--- config.mk ---
export PLATFORM = sky130hd
export DESIGN_NAME = ptc_core
export DESIGN_NICKNAME = d
export VERILOG_FILES = /design/src/include/ptc_pkg.sv /design/src/hw/ptc_core.sv
export SDC_FILE = /design/constraint.sdc
export NUM_CORES = 1
export LEC_CHECK = 0
export ABC_AREA = 1
export BUFFER_PORTS_ARGS = -buffer_cell sky130_fd_sc_hd__buf_4
export CAP_MARGIN = 20
export CORE_UTILIZATION = 33
export CTS_CLUSTER_DIAMETER = 60
export DETAILED_ROUTE_END_ITERATION = 16
export PLACE_DENSITY = 0.54
export SKIP_CTS_REPAIR_TIMING = 1
export SLEW_MARGIN = 10
export SYNTH_ARGS = -nofsm -noshare
export SYNTH_HDL_FRONTEND = slang
export SYNTH_SLANG_ARGS = --single-unit
--- constraint.sdc ---
create_clock -name sys_clk -period 5 [get_ports sys_clk]
set_input_delay 0.25 -clock sys_clk [delete_from_list [all_inputs] [get_ports sys_clk]]
set_output_delay 0.25 -clock sys_clk [all_outputs]
set_load 0.02 [all_outputs]
--- src/include/ptc_pkg.sv ---
package ptc_pkg;

    localparam int CNT_W  = 10;
    localparam int ADDR_W = 3;
    localparam int DATA_W = 8;

    // Register indices on the plain register port
    localparam logic [2:0] REG_CLK_RUN  = 3'h0;
    localparam logic [2:0] REG_MODE_OUT = 3'h1;
    localparam logic [2:0] REG_CNT_LO   = 3'h2;
    localparam logic [2:0] REG_CNT_HI   = 3'h3;
    localparam logic [2:0] REG_CMPA_LO  = 3'h4;
    localparam logic [2:0] REG_CMPA_HI  = 3'h5;
    localparam logic [2:0] REG_CMPP_LO  = 3'h6;
    localparam logic [2:0] REG_CMPP_HI  = 3'h7;

    // Clock/run control fields
    localparam int B_PAUSE   = 7;
    localparam int B_CKS_HI  = 6;
    localparam int B_CKS_LO  = 4;
    localparam int B_RUN     = 3;
    // Mode/output control fields
    localparam int B_MODE_HI = 7;
    localparam int B_MODE_LO = 6;
    localparam int B_IOF_HI  = 5;
    localparam int B_IOF_LO  = 4;
    localparam int B_OC      = 3;
    localparam int B_POL     = 2;
    localparam int B_CAPSRC  = 1;
    localparam int B_CCLR    = 0;

    localparam logic [7:0] CTRL_RESET = 8'h00;
    localparam logic [9:0] CNT_MAX    = 10'h3ff;

    typedef enum logic [1:0] {
        PTC_MODE_CMP = 2'b00,
        PTC_MODE_CAP = 2'b01,
        PTC_MODE_PWM = 2'b10,
        PTC_MODE_TC  = 2'b11
    } ptc_mode_t;

    typedef enum logic [2:0] {
        PTC_CK_SYS4  = 3'b000,
        PTC_CK_SYS   = 3'b001,
        PTC_CK_HS16  = 3'b010,
        PTC_CK_HS64  = 3'b011,
        PTC_CK_TBC   = 3'b100,
        PTC_CK_NONE  = 3'b101,
        PTC_CK_EXTR  = 3'b110,
        PTC_CK_EXTF  = 3'b111
    } ptc_cksel_t;

    localparam logic [1:0] IOF_00 = 2'b00;
    localparam logic [1:0] IOF_01 = 2'b01;
    localparam logic [1:0] IOF_10 = 2'b10;
    localparam logic [1:0] IOF_11 = 2'b11;

endpackage

--- src/hw/ptc_core.sv ---
// Behaviour
// - 10-bit up counter clocked by a selectable internal clock or external pin.
// - Two comparators match the counter against compare values A and P.
// - Software cannot load the counter; it can clear it only by a run-enable rise.
// - Counter clears on overflow or qualifying match, pulsing an event.
// - Pause bit holds the count; clearing it resumes from the held value.
// - Clock select: sys/4, sys, hs/16, hs/64, timebase, pin rise, pin fall.
// - Run-enable lets the counter run; clearing it stops counting.
// - Run-enable rise zeroes the counter; its fall keeps the residual value.
// - In compare mode a run-enable rise restores the initial output level.
// - Mode field: compare output, capture, PWM or single pulse, timer/counter.
// - Timer/counter mode ignores output function; module holds both pins low.
// - Compare mode A match: keep, drive low, drive high or toggle output.
// - PWM mode: force inactive, force active, PWM waveform, single pulse.
// - Capture mode edge: rising, falling, both, or capture disabled.
// - Compare mode: a match requesting the initial level shows no change.
// - Counter readable as low/high pair; compare A and P writable pairs.
// - Output control sets initial level, or active level in PWM modes.
// - Polarity bit inverts the output pin, except in timer/counter mode.
// - Clear select in compare and timer modes: A match clears, else P match or overflow when P zero.
// - Capture source: capture pin when 0, external clock pin when 1.
`timescale 1ns/1ps

module ptc_core (
    input  wire logic        sys_clk,
    input  wire logic        resetn,
    input  wire logic [2:0]  reg_addr,
    input  wire logic [7:0]  reg_wdata,
    input  wire logic        reg_wr,
    input  wire logic        reg_rd,
    output logic      [7:0]  reg_rdata,
    input  wire logic        hs_clk_tick,
    input  wire logic        tbc_tick,
    input  wire logic        ext_count_clk_pin,
    input  wire logic        capture_in_pin,
    output logic             timer_out_pin,
    output logic             inverted_out_pin,
    output logic             match_a_evt,
    output logic             match_p_evt
);

    typedef struct packed {
        logic       pau;
        logic [2:0] cksel;
        logic       run;
        logic [1:0] mode;
        logic [1:0] iof;
        logic       oc;
        logic       pol;
        logic       capsrc;
        logic       cclr;
        logic [9:0] cnt;
        logic [9:0] cca;
        logic [9:0] ccp;
        logic [1:0] pre4;
        logic [5:0] preh;
        logic [2:0] ext_s;
        logic [2:0] cap_s;
        logic       ext_st;
        logic       cap_st;
        logic       out_lvl;
        logic       pin;
        logic       pin_n;
        logic [7:0] rdata;
        logic       evt_a;
        logic       evt_p;
    } ptc_state_t;

    ptc_state_t st_ff;
    ptc_state_t nxt_st;

    logic tick;
    logic a_hit;
    logic p_hit;
    logic run_rise;
    logic cap_evt;
    logic sel_tick;
    logic ext_rise;
    logic ext_fall;
    logic cap_rise;
    logic cap_fall;
    logic src_rise;
    logic src_fall;
    logic wr_c0;
    logic cnt_clr;

    always_comb begin
        nxt_st   = st_ff;
        nxt_st.evt_a = 1'b0;
        nxt_st.evt_p = 1'b0;
        nxt_st.rdata = 8'h00;

        nxt_st.ext_s = {st_ff.ext_s[1:0], ext_count_clk_pin};
        nxt_st.cap_s = {st_ff.cap_s[1:0], capture_in_pin};
        ext_rise = (st_ff.ext_s[1] == st_ff.ext_s[2]) && st_ff.ext_s[2] && !st_ff.ext_st;
        ext_fall = (st_ff.ext_s[1] == st_ff.ext_s[2]) && !st_ff.ext_s[2] && st_ff.ext_st;
        cap_rise = (st_ff.cap_s[1] == st_ff.cap_s[2]) && st_ff.cap_s[2] && !st_ff.cap_st;
        cap_fall = (st_ff.cap_s[1] == st_ff.cap_s[2]) && !st_ff.cap_s[2] && st_ff.cap_st;
        if (st_ff.ext_s[1] == st_ff.ext_s[2]) begin
            nxt_st.ext_st = st_ff.ext_s[2];
        end
        if (st_ff.cap_s[1] == st_ff.cap_s[2]) begin
            nxt_st.cap_st = st_ff.cap_s[2];
        end

        // Prescalers free-run so the first tick after start may be short
        nxt_st.pre4 = st_ff.pre4 + 2'd1;
        if (hs_clk_tick) begin
            nxt_st.preh = st_ff.preh + 6'd1;
        end

        case (ptc_pkg::ptc_cksel_t'(st_ff.cksel))
            ptc_pkg::PTC_CK_SYS4: sel_tick = (st_ff.pre4 == 2'd3);
            ptc_pkg::PTC_CK_SYS:  sel_tick = 1'b1;
            ptc_pkg::PTC_CK_HS16: sel_tick = hs_clk_tick && (st_ff.preh[3:0] == 4'hf);
            ptc_pkg::PTC_CK_HS64: sel_tick = hs_clk_tick && (st_ff.preh == 6'h3f);
            ptc_pkg::PTC_CK_TBC:  sel_tick = tbc_tick;
            ptc_pkg::PTC_CK_EXTR: sel_tick = ext_rise;
            ptc_pkg::PTC_CK_EXTF: sel_tick = ext_fall;
            default:              sel_tick = 1'b0;
        endcase

        // pause and run gate the tick
        tick = st_ff.run && !st_ff.pau && sel_tick;

        wr_c0    = reg_wr && (reg_addr == ptc_pkg::REG_CLK_RUN);
        run_rise = wr_c0 && reg_wdata[ptc_pkg::B_RUN] && !st_ff.run;

        // comparators; P of zero means a full 10-bit period
        a_hit = tick && (st_ff.cnt == st_ff.cca);
        p_hit = tick && ((st_ff.ccp == 10'h000) ? (st_ff.cnt == ptc_pkg::CNT_MAX)
                                                : (st_ff.cnt == st_ff.ccp));

        // clear select only in compare and timer modes
        case (ptc_pkg::ptc_mode_t'(st_ff.mode))
            ptc_pkg::PTC_MODE_CMP,
            // A of zero never clears, so the count wraps at full scale
            ptc_pkg::PTC_MODE_TC: cnt_clr = st_ff.cclr ? (a_hit && st_ff.cca != 10'h000) : p_hit;
            ptc_pkg::PTC_MODE_PWM: cnt_clr = (st_ff.iof == ptc_pkg::IOF_11) ? 1'b0 : p_hit;
            default:              cnt_clr = p_hit;
        endcase

        if (tick) begin
            nxt_st.cnt = cnt_clr ? 10'h000 : st_ff.cnt + 10'd1;
        end

        // events; A stays silent with A of zero outside capture
        if (st_ff.mode != ptc_pkg::PTC_MODE_CAP) begin
            nxt_st.evt_a = a_hit && (st_ff.cca != 10'h000);
        end
        nxt_st.evt_p = p_hit && !(st_ff.cclr && (st_ff.mode == ptc_pkg::PTC_MODE_CMP ||
                                                 st_ff.mode == ptc_pkg::PTC_MODE_TC));

        src_rise = st_ff.capsrc ? ext_rise : cap_rise;
        src_fall = st_ff.capsrc ? ext_fall : cap_fall;
        case (st_ff.iof)
            ptc_pkg::IOF_00: cap_evt = src_rise;
            ptc_pkg::IOF_01: cap_evt = src_fall;
            ptc_pkg::IOF_10: cap_evt = src_rise || src_fall;
            default:         cap_evt = 1'b0;
        endcase
        cap_evt = cap_evt && st_ff.run && (st_ff.mode == ptc_pkg::PTC_MODE_CAP);

        // Single pulse ends on an A match
        if (st_ff.mode == ptc_pkg::PTC_MODE_PWM && st_ff.iof == ptc_pkg::IOF_11 && a_hit) begin
            nxt_st.run = 1'b0;
        end

        // register writes; count register has no write path
        if (reg_wr) begin
            case (reg_addr)
                ptc_pkg::REG_CLK_RUN: begin
                    nxt_st.pau   = reg_wdata[ptc_pkg::B_PAUSE];
                    nxt_st.cksel = reg_wdata[ptc_pkg::B_CKS_HI:ptc_pkg::B_CKS_LO];
                    nxt_st.run   = reg_wdata[ptc_pkg::B_RUN];
                end
                ptc_pkg::REG_MODE_OUT: begin
                    nxt_st.mode   = reg_wdata[ptc_pkg::B_MODE_HI:ptc_pkg::B_MODE_LO];
                    nxt_st.iof    = reg_wdata[ptc_pkg::B_IOF_HI:ptc_pkg::B_IOF_LO];
                    nxt_st.oc     = reg_wdata[ptc_pkg::B_OC];
                    nxt_st.pol    = reg_wdata[ptc_pkg::B_POL];
                    nxt_st.capsrc = reg_wdata[ptc_pkg::B_CAPSRC];
                    nxt_st.cclr   = reg_wdata[ptc_pkg::B_CCLR];
                end
                ptc_pkg::REG_CMPA_LO: nxt_st.cca[7:0] = reg_wdata;
                ptc_pkg::REG_CMPA_HI: nxt_st.cca[9:8] = reg_wdata[1:0];
                ptc_pkg::REG_CMPP_LO: nxt_st.ccp[7:0] = reg_wdata;
                ptc_pkg::REG_CMPP_HI: nxt_st.ccp[9:8] = reg_wdata[1:0];
                default: ;
            endcase
        end

        // Capture outranks a same-cycle software write to compare A
        if (cap_evt) begin
            nxt_st.cca   = st_ff.cnt;
            nxt_st.evt_a = 1'b1;
        end

        if (run_rise) begin
            nxt_st.cnt = 10'h000;
        end

        case (ptc_pkg::ptc_mode_t'(st_ff.mode))
            ptc_pkg::PTC_MODE_CMP: begin
                if (run_rise) begin
                    nxt_st.out_lvl = st_ff.oc;
                // A match action; equal level shows no change
                end else if (a_hit && st_ff.cca != 10'h000) begin
                    case (st_ff.iof)
                        ptc_pkg::IOF_01: nxt_st.out_lvl = 1'b0;
                        ptc_pkg::IOF_10: nxt_st.out_lvl = 1'b1;
                        ptc_pkg::IOF_11: nxt_st.out_lvl = !st_ff.out_lvl;
                        default:         nxt_st.out_lvl = st_ff.out_lvl;
                    endcase
                end
            end
            ptc_pkg::PTC_MODE_PWM: begin
                // active level given by output control
                case (st_ff.iof)
                    ptc_pkg::IOF_00: nxt_st.out_lvl = !st_ff.oc;
                    ptc_pkg::IOF_01: nxt_st.out_lvl = st_ff.oc;
                    ptc_pkg::IOF_10: nxt_st.out_lvl = (nxt_st.cnt < st_ff.cca) ? st_ff.oc : !st_ff.oc;
                    default:         nxt_st.out_lvl = nxt_st.run ? st_ff.oc : !st_ff.oc;
                endcase
            end
            default: nxt_st.out_lvl = st_ff.out_lvl;
        endcase

        // timer/counter mode leaves both pins low
        if (nxt_st.mode == ptc_pkg::PTC_MODE_TC) begin
            nxt_st.pin   = 1'b0;
            nxt_st.pin_n = 1'b0;
        end else begin
            nxt_st.pin   = nxt_st.out_lvl ^ nxt_st.pol;
            nxt_st.pin_n = !(nxt_st.out_lvl ^ nxt_st.pol);
        end

        // register reads, data in the following cycle only
        if (reg_rd) begin
            case (reg_addr)
                ptc_pkg::REG_CLK_RUN:  nxt_st.rdata = {st_ff.pau, st_ff.cksel, st_ff.run, 3'h0};
                ptc_pkg::REG_MODE_OUT: nxt_st.rdata = {st_ff.mode, st_ff.iof, st_ff.oc,
                                                       st_ff.pol, st_ff.capsrc, st_ff.cclr};
                ptc_pkg::REG_CNT_LO:   nxt_st.rdata = st_ff.cnt[7:0];
                ptc_pkg::REG_CNT_HI:   nxt_st.rdata = {6'h00, st_ff.cnt[9:8]};
                ptc_pkg::REG_CMPA_LO:  nxt_st.rdata = st_ff.cca[7:0];
                ptc_pkg::REG_CMPA_HI:  nxt_st.rdata = {6'h00, st_ff.cca[9:8]};
                ptc_pkg::REG_CMPP_LO:  nxt_st.rdata = st_ff.ccp[7:0];
                default:               nxt_st.rdata = {6'h00, st_ff.ccp[9:8]};
            endcase
        end
    end

    always_ff @(posedge sys_clk or negedge resetn) begin
        if (!resetn) begin
            st_ff <= '0;
        end else begin
            st_ff <= nxt_st;
        end
    end

    assign reg_rdata        = st_ff.rdata;
    assign timer_out_pin    = st_ff.pin;
    assign inverted_out_pin = st_ff.pin_n;
    assign match_a_evt      = st_ff.evt_a;
    assign match_p_evt      = st_ff.evt_p;
endmodule // ptc_core

**After elaboration in Yosys (flattened, before gate mapping)**

Index checks and enable logic that the tools add are counted.

- Register bits after elaboration: 72
- Logic and storage cells: 145

- Reduce and logical (&&, ||, !) cells: 52
- Magnitude comparators: 1
- Multiplexer cells: 33
- Bitwise gates (word level): 1
- Add/subtract/negate cells: 3
- Equality and inequality tests: 29

Operators by type and width:

| kind | number |
|---|---|
| $pmux 8 s7 | 1 |
| $mux 10 | 4 |
| $mux 8 | 4 |
| $logic_and 1x1->1 | 24 |
| $eq 3x3->1 const B | 7 |
| $eq 10x10->1 | 2 |
| $mux 20 | 1 |
| $mux 1 | 13 |
| $eq 2x2->1 const B | 6 |
| $eq 3x2->1 const B | 4 |
| $reduce_and 2->1 | 6 |
| $add 10x1->10 const B | 1 |
| $eq 10x10->1 const B | 1 |
| $logic_not 1->1 | 10 |
| $logic_not 10->1 | 1 |
| $lt 10x10->1 | 1 |
| $reduce_bool 10->1 | 1 |
| $mux 9 | 1 |
| $pmux 1 s3 | 3 |
| $pmux 1 s7 | 1 |
| $add 6x1->6 const B | 1 |
| $eq 3x1->1 const B | 2 |
| $eq 6x6->1 const B | 1 |
| $logic_not 3->1 | 2 |
| 12 further kinds | 21 |

**Depth between registers and ports, before layout**

- Depth after elaboration: 19
- Depth in mapped cells: 32
- Mapped depth without buffers: 32

**Least setup slack after synthesis**

No wires, ideal clock.

- Path kind: flip-flop to flip-flop
- Start: register st_ff[21] (netlist bit)
- End: register st_ff, in the netlist inverted_out_pin
- Library setup time: 116 ps
- Required time: 4884 ps
- Period minus slack after synthesis: 3338 ps
- Arrival time: 3221 ps
- Cell stages (with the launch flop): 30
- Path slack: 1662 ps
- Path through: dfrtp_1 -> ha_1 -> nand3_1 -> nor2_1 -> a21boi_1 -> nor2_2 -> inv_1 -> nor2_1 -> nand3_1 -> nor2_1 -> nand2_1 -> nor2_1 -> nand2_1 -> nor2_1 -> nand2_1 -> xor2_1 -> nor2_1 -> ha_1 -> nand4_1 -> o221a_2 -> nand2_1 -> nand2_1 -> nand2_1 -> nand2_1 -> nand3_1 -> nand2_2 -> nand2_2 -> nand2_1 -> nand2_1 -> nor2_1

RTL lines:

| element | RTL line | text |
|---|---|---|
| start: declaration | ptc_core.sv:69 | `ptc_state_t st_ff;` |
| start signal: assignment | ptc_core.sv:258 | `st_ff <= nxt_st;` |

==> metrics.csv <==
stage;metric;value;unit
floorplanning;initial_core_util;34.1;%
placed_design;pre_cts_ws;677;ps
timing;fin_ws;539;ps
floorplanning;design.core.area;12200;µm²
synthesis;syn_inst;530;
routing;drc;0;
timing;finalSetupViolations;0;
synthesis;synth_ff_type;dfrtp_1;
worst_setup_path;arrival;4740;ps
global_route;globalRouteTotalUtil;21.6;%
timing;fin_crit_sh;89.2;%
worst_setup_path;cp-startpoint;st_ff[21];
timing;max_clock_freq;0.224;GHz
floorplanning;die_y;114;µm
worst_setup_path;path_class;reg -> reg;
worst_setup_path;critPathMaxStageDelay;380;ps
clock_network;root_buffer;clkbuf_16;
placed_design;io_buffers;30;
placed_design;dp_hpwl;9720;µm
timing;fin_tns_setup;0;ps
synthesis;yosys_warnings;0;
floorplanning;die_w;114;µm
routing;wl_per_cell;17.6;µm
finish;final_common_cell;nand2_1;
global_route;grt_start_max_net_pins;73;
finish;post-route-util;39.9;%
timing;final_hold_viol_count;0;
worst_setup_path;path_max_fanout;6;
synthesis;synth_edf_count;0;
synthesis;ys_seq_area_share;43.4;%
timing;worstMarginPinSlew;945;ps
floorplanning;rows;40;
finish;n_fill_cell;1300;
global_route;gr-total-overflow;0;
floorplanning;io-pin-count;31;
status;status;complete, no violations;
synthesis;yosysUniqueCellTypes;38;
global_route;grt_pass1_wl;20800;µm
worst_hold_path;worstHoldPathType;in -> async;
clock_network;htreeDepth;3;
routing;routed_wl;12900;µm
worst_setup_path;start_kind;flop;
clock_network;clk_pin_slew_worst_paths;60;ps
floorplanning;die_area;13000;µm²
timing;rsz0062_at_grt;false;
synthesis;synth_nets;569;
clock_network;cts.sinks;72;
worst_setup_path;required;5280;ps
clock_network;clock_latency;350;ps
placed_design;placed_cells;716;
global_route;antenna_found_initial;0;
worst_setup_path;timing.rr.start;st_ff[21];
routing;drtIter0Drc;284;
finish;nets;600;
finish;synthToLayoutAreaGrowth;16.8;%
synthesis;synthArstFlopShare;100;%
routing;vias;3687;
synthesis;syn_area;4150;µm²
finish;antennaDiodeCount;0;
finish;drive_gt1_share;10.8;%
clock_network;numCtsBuffers;9;
global_route;grt_pass1_vias;3730;
worst_setup_path;critPathMostFrequentCell;nand2_1;
clock_network;cts_tree;yes;
finish;stdcell_count;734;
timing;final_max_slew_viol_count;0;
routing;postRouteAntennaNets;0;
finish;layout_common_cells;nand2_1, inv_1, dfrtp_1;
placed_design;gp_congestion;0.939;
timing;relSlewSlack;37.0;%
timing;fin_worst_skew;7.26;ps
worst_setup_path;crit_path_top_delay_cell;dfrtp_1;
routing;drt-pass1-iter-count;5;
synthesis;ys_ff_latch;72;
worst_setup_path;critPathCaptureType;flop;
routing;avgViaCountPerCell;5.02;
pwr;ir_worst_vdd;0.000330;V
pwr;powerDensity;496;nW/µm²
synthesis;avgSynthCellArea;7.84;µm²
run;cap_violations;0;
timing;layout_min_cycle_time;4460;ps
clock_network;clockBufferDepth;2;
pwr;leakage;0.00248;µW
==> metal layers <==
layer  vias to the layer above  global-route usage, %  share of wire [%]
met4                         0                   8.92                2.4
met1                      1728                   29.0                 47
met2                       139                   33.6                 44
met3                        22                   4.71                6.6
met5                         -                      0                  0
li1                       1798                      -                  -
==> critical path: cells and delay by family, from the launching register on <==
kind	cells	cell delay (ps)
AND/OR/NAND/NOR	22	2550
AO/OA/AOI/OAI	3	670
XOR/XNOR	1	140
flip-flops	1	380
buffers and inverters	1	140
adder cells (fa/ha/maj)	2	490
==> Yosys cell counts (2+ instances only) <==
cell | count | area (µm²)
nor3b_1 | 5 | 37.5
xor2_1 | 8 | 70.1
o21ai_0 | 31 | 155
a31oi_1 | 6 | 37.5
o21bai_1 | 2 | 15.0
and2_1 | 2 | 12.5
a21oi_1 | 11 | 55.1
xnor2_1 | 3 | 26.3
inv_1 | 87 | 327
nor2_1 | 40 | 150
nor2_2 | 6 | 37.5
nand2_2 | 3 | 18.8
dfrtp_1 | 72 | 1800
or2_2 | 2 | 12.5
nand4_1 | 5 | 31.3
nor3_1 | 11 | 55.1
nand3_1 | 30 | 150
ha_1 | 20 | 250
a221oi_1 | 4 | 35.0
buf_4 | 8 | 60.1
o221ai_1 | 6 | 52.6
clkbuf_1 | 4 | 15.0
nand2_1 | 126 | 473
a211oi_1 | 6 | 45.0
nor4_1 | 4 | 25.0
o22ai_1 | 16 | 100
==> registers in the layout, indices dropped and copies added (netlist names) <==
register / count
reg_rdata: 8
timer_out_pin: 1
nxt_st: 4
inverted_out_pin: 1
match_p_evt: 1
st_ff: 56
match_a_evt: 1
==> per-stage QoR <==
| step | instance area (µm²) | hold WS (ps) | total power, µW |
|---|---|---|---|
| 2_1_floorplan | 4150 | -45.6 | 1430 |
| 3_3_place_gp | 4510 | 337 | 1710 |
| 3_5_place_dp | 4510 | 337 | 1700 |
| 4_1_cts | 4830 | -8.26 | 2420 |
| 5_1_grt | 4850 | 115 | 2580 |
| 6_report | 4850 | 51.2 | 2410 |
==> report_power, final <==
part	switching (µW)	internal, µW
Sequential	163	730
Clock	263	439
Combinational	502	311
Total	928	1480
==> path summary, 6_finish.rpt <==
path / endpoint / slack, ps / cells after the start
hold / removal: st_ff[14] / 50 / 1
min in group sys_clk: st_ff[21] / 110 / 2
hold reg to reg: nxt_st[17] / 350 / 0
setup / recovery: inverted_out_pin / 540 / 29
max in group asynchronous: st_ff[38] / 4340 / 1
setup reg to reg: inverted_out_pin / 540 / 29
==> area by class of cell <==
cell class / count / area, µm² / area share, %
clock inverter: 6 / 92.6 / 1.91
multi-input combinational: 356 / 1930 / 39.8
inverter: 89 / 334 / 6.89
sequential: 72 / 1800 / 37.1
clock buffer: 10 / 229 / 4.72
timing repair buffer: 33 / 253 / 5.21
tap: 168 / 210 / 4.33
==> cells by family after synthesis <==
family,count (synthesis),synth area share (%)
and+or+nand+nor,235,24.4
buffers and inverters,102,10.1
AOI/OAI and AO/OA,89,13.4
DFF,72,43.4
adders and majority gates,20,6.03
xor gates and xnor gates,11,2.32
muxes,1,0.271
No activity file was read; power rests on OpenSTA's default activity.
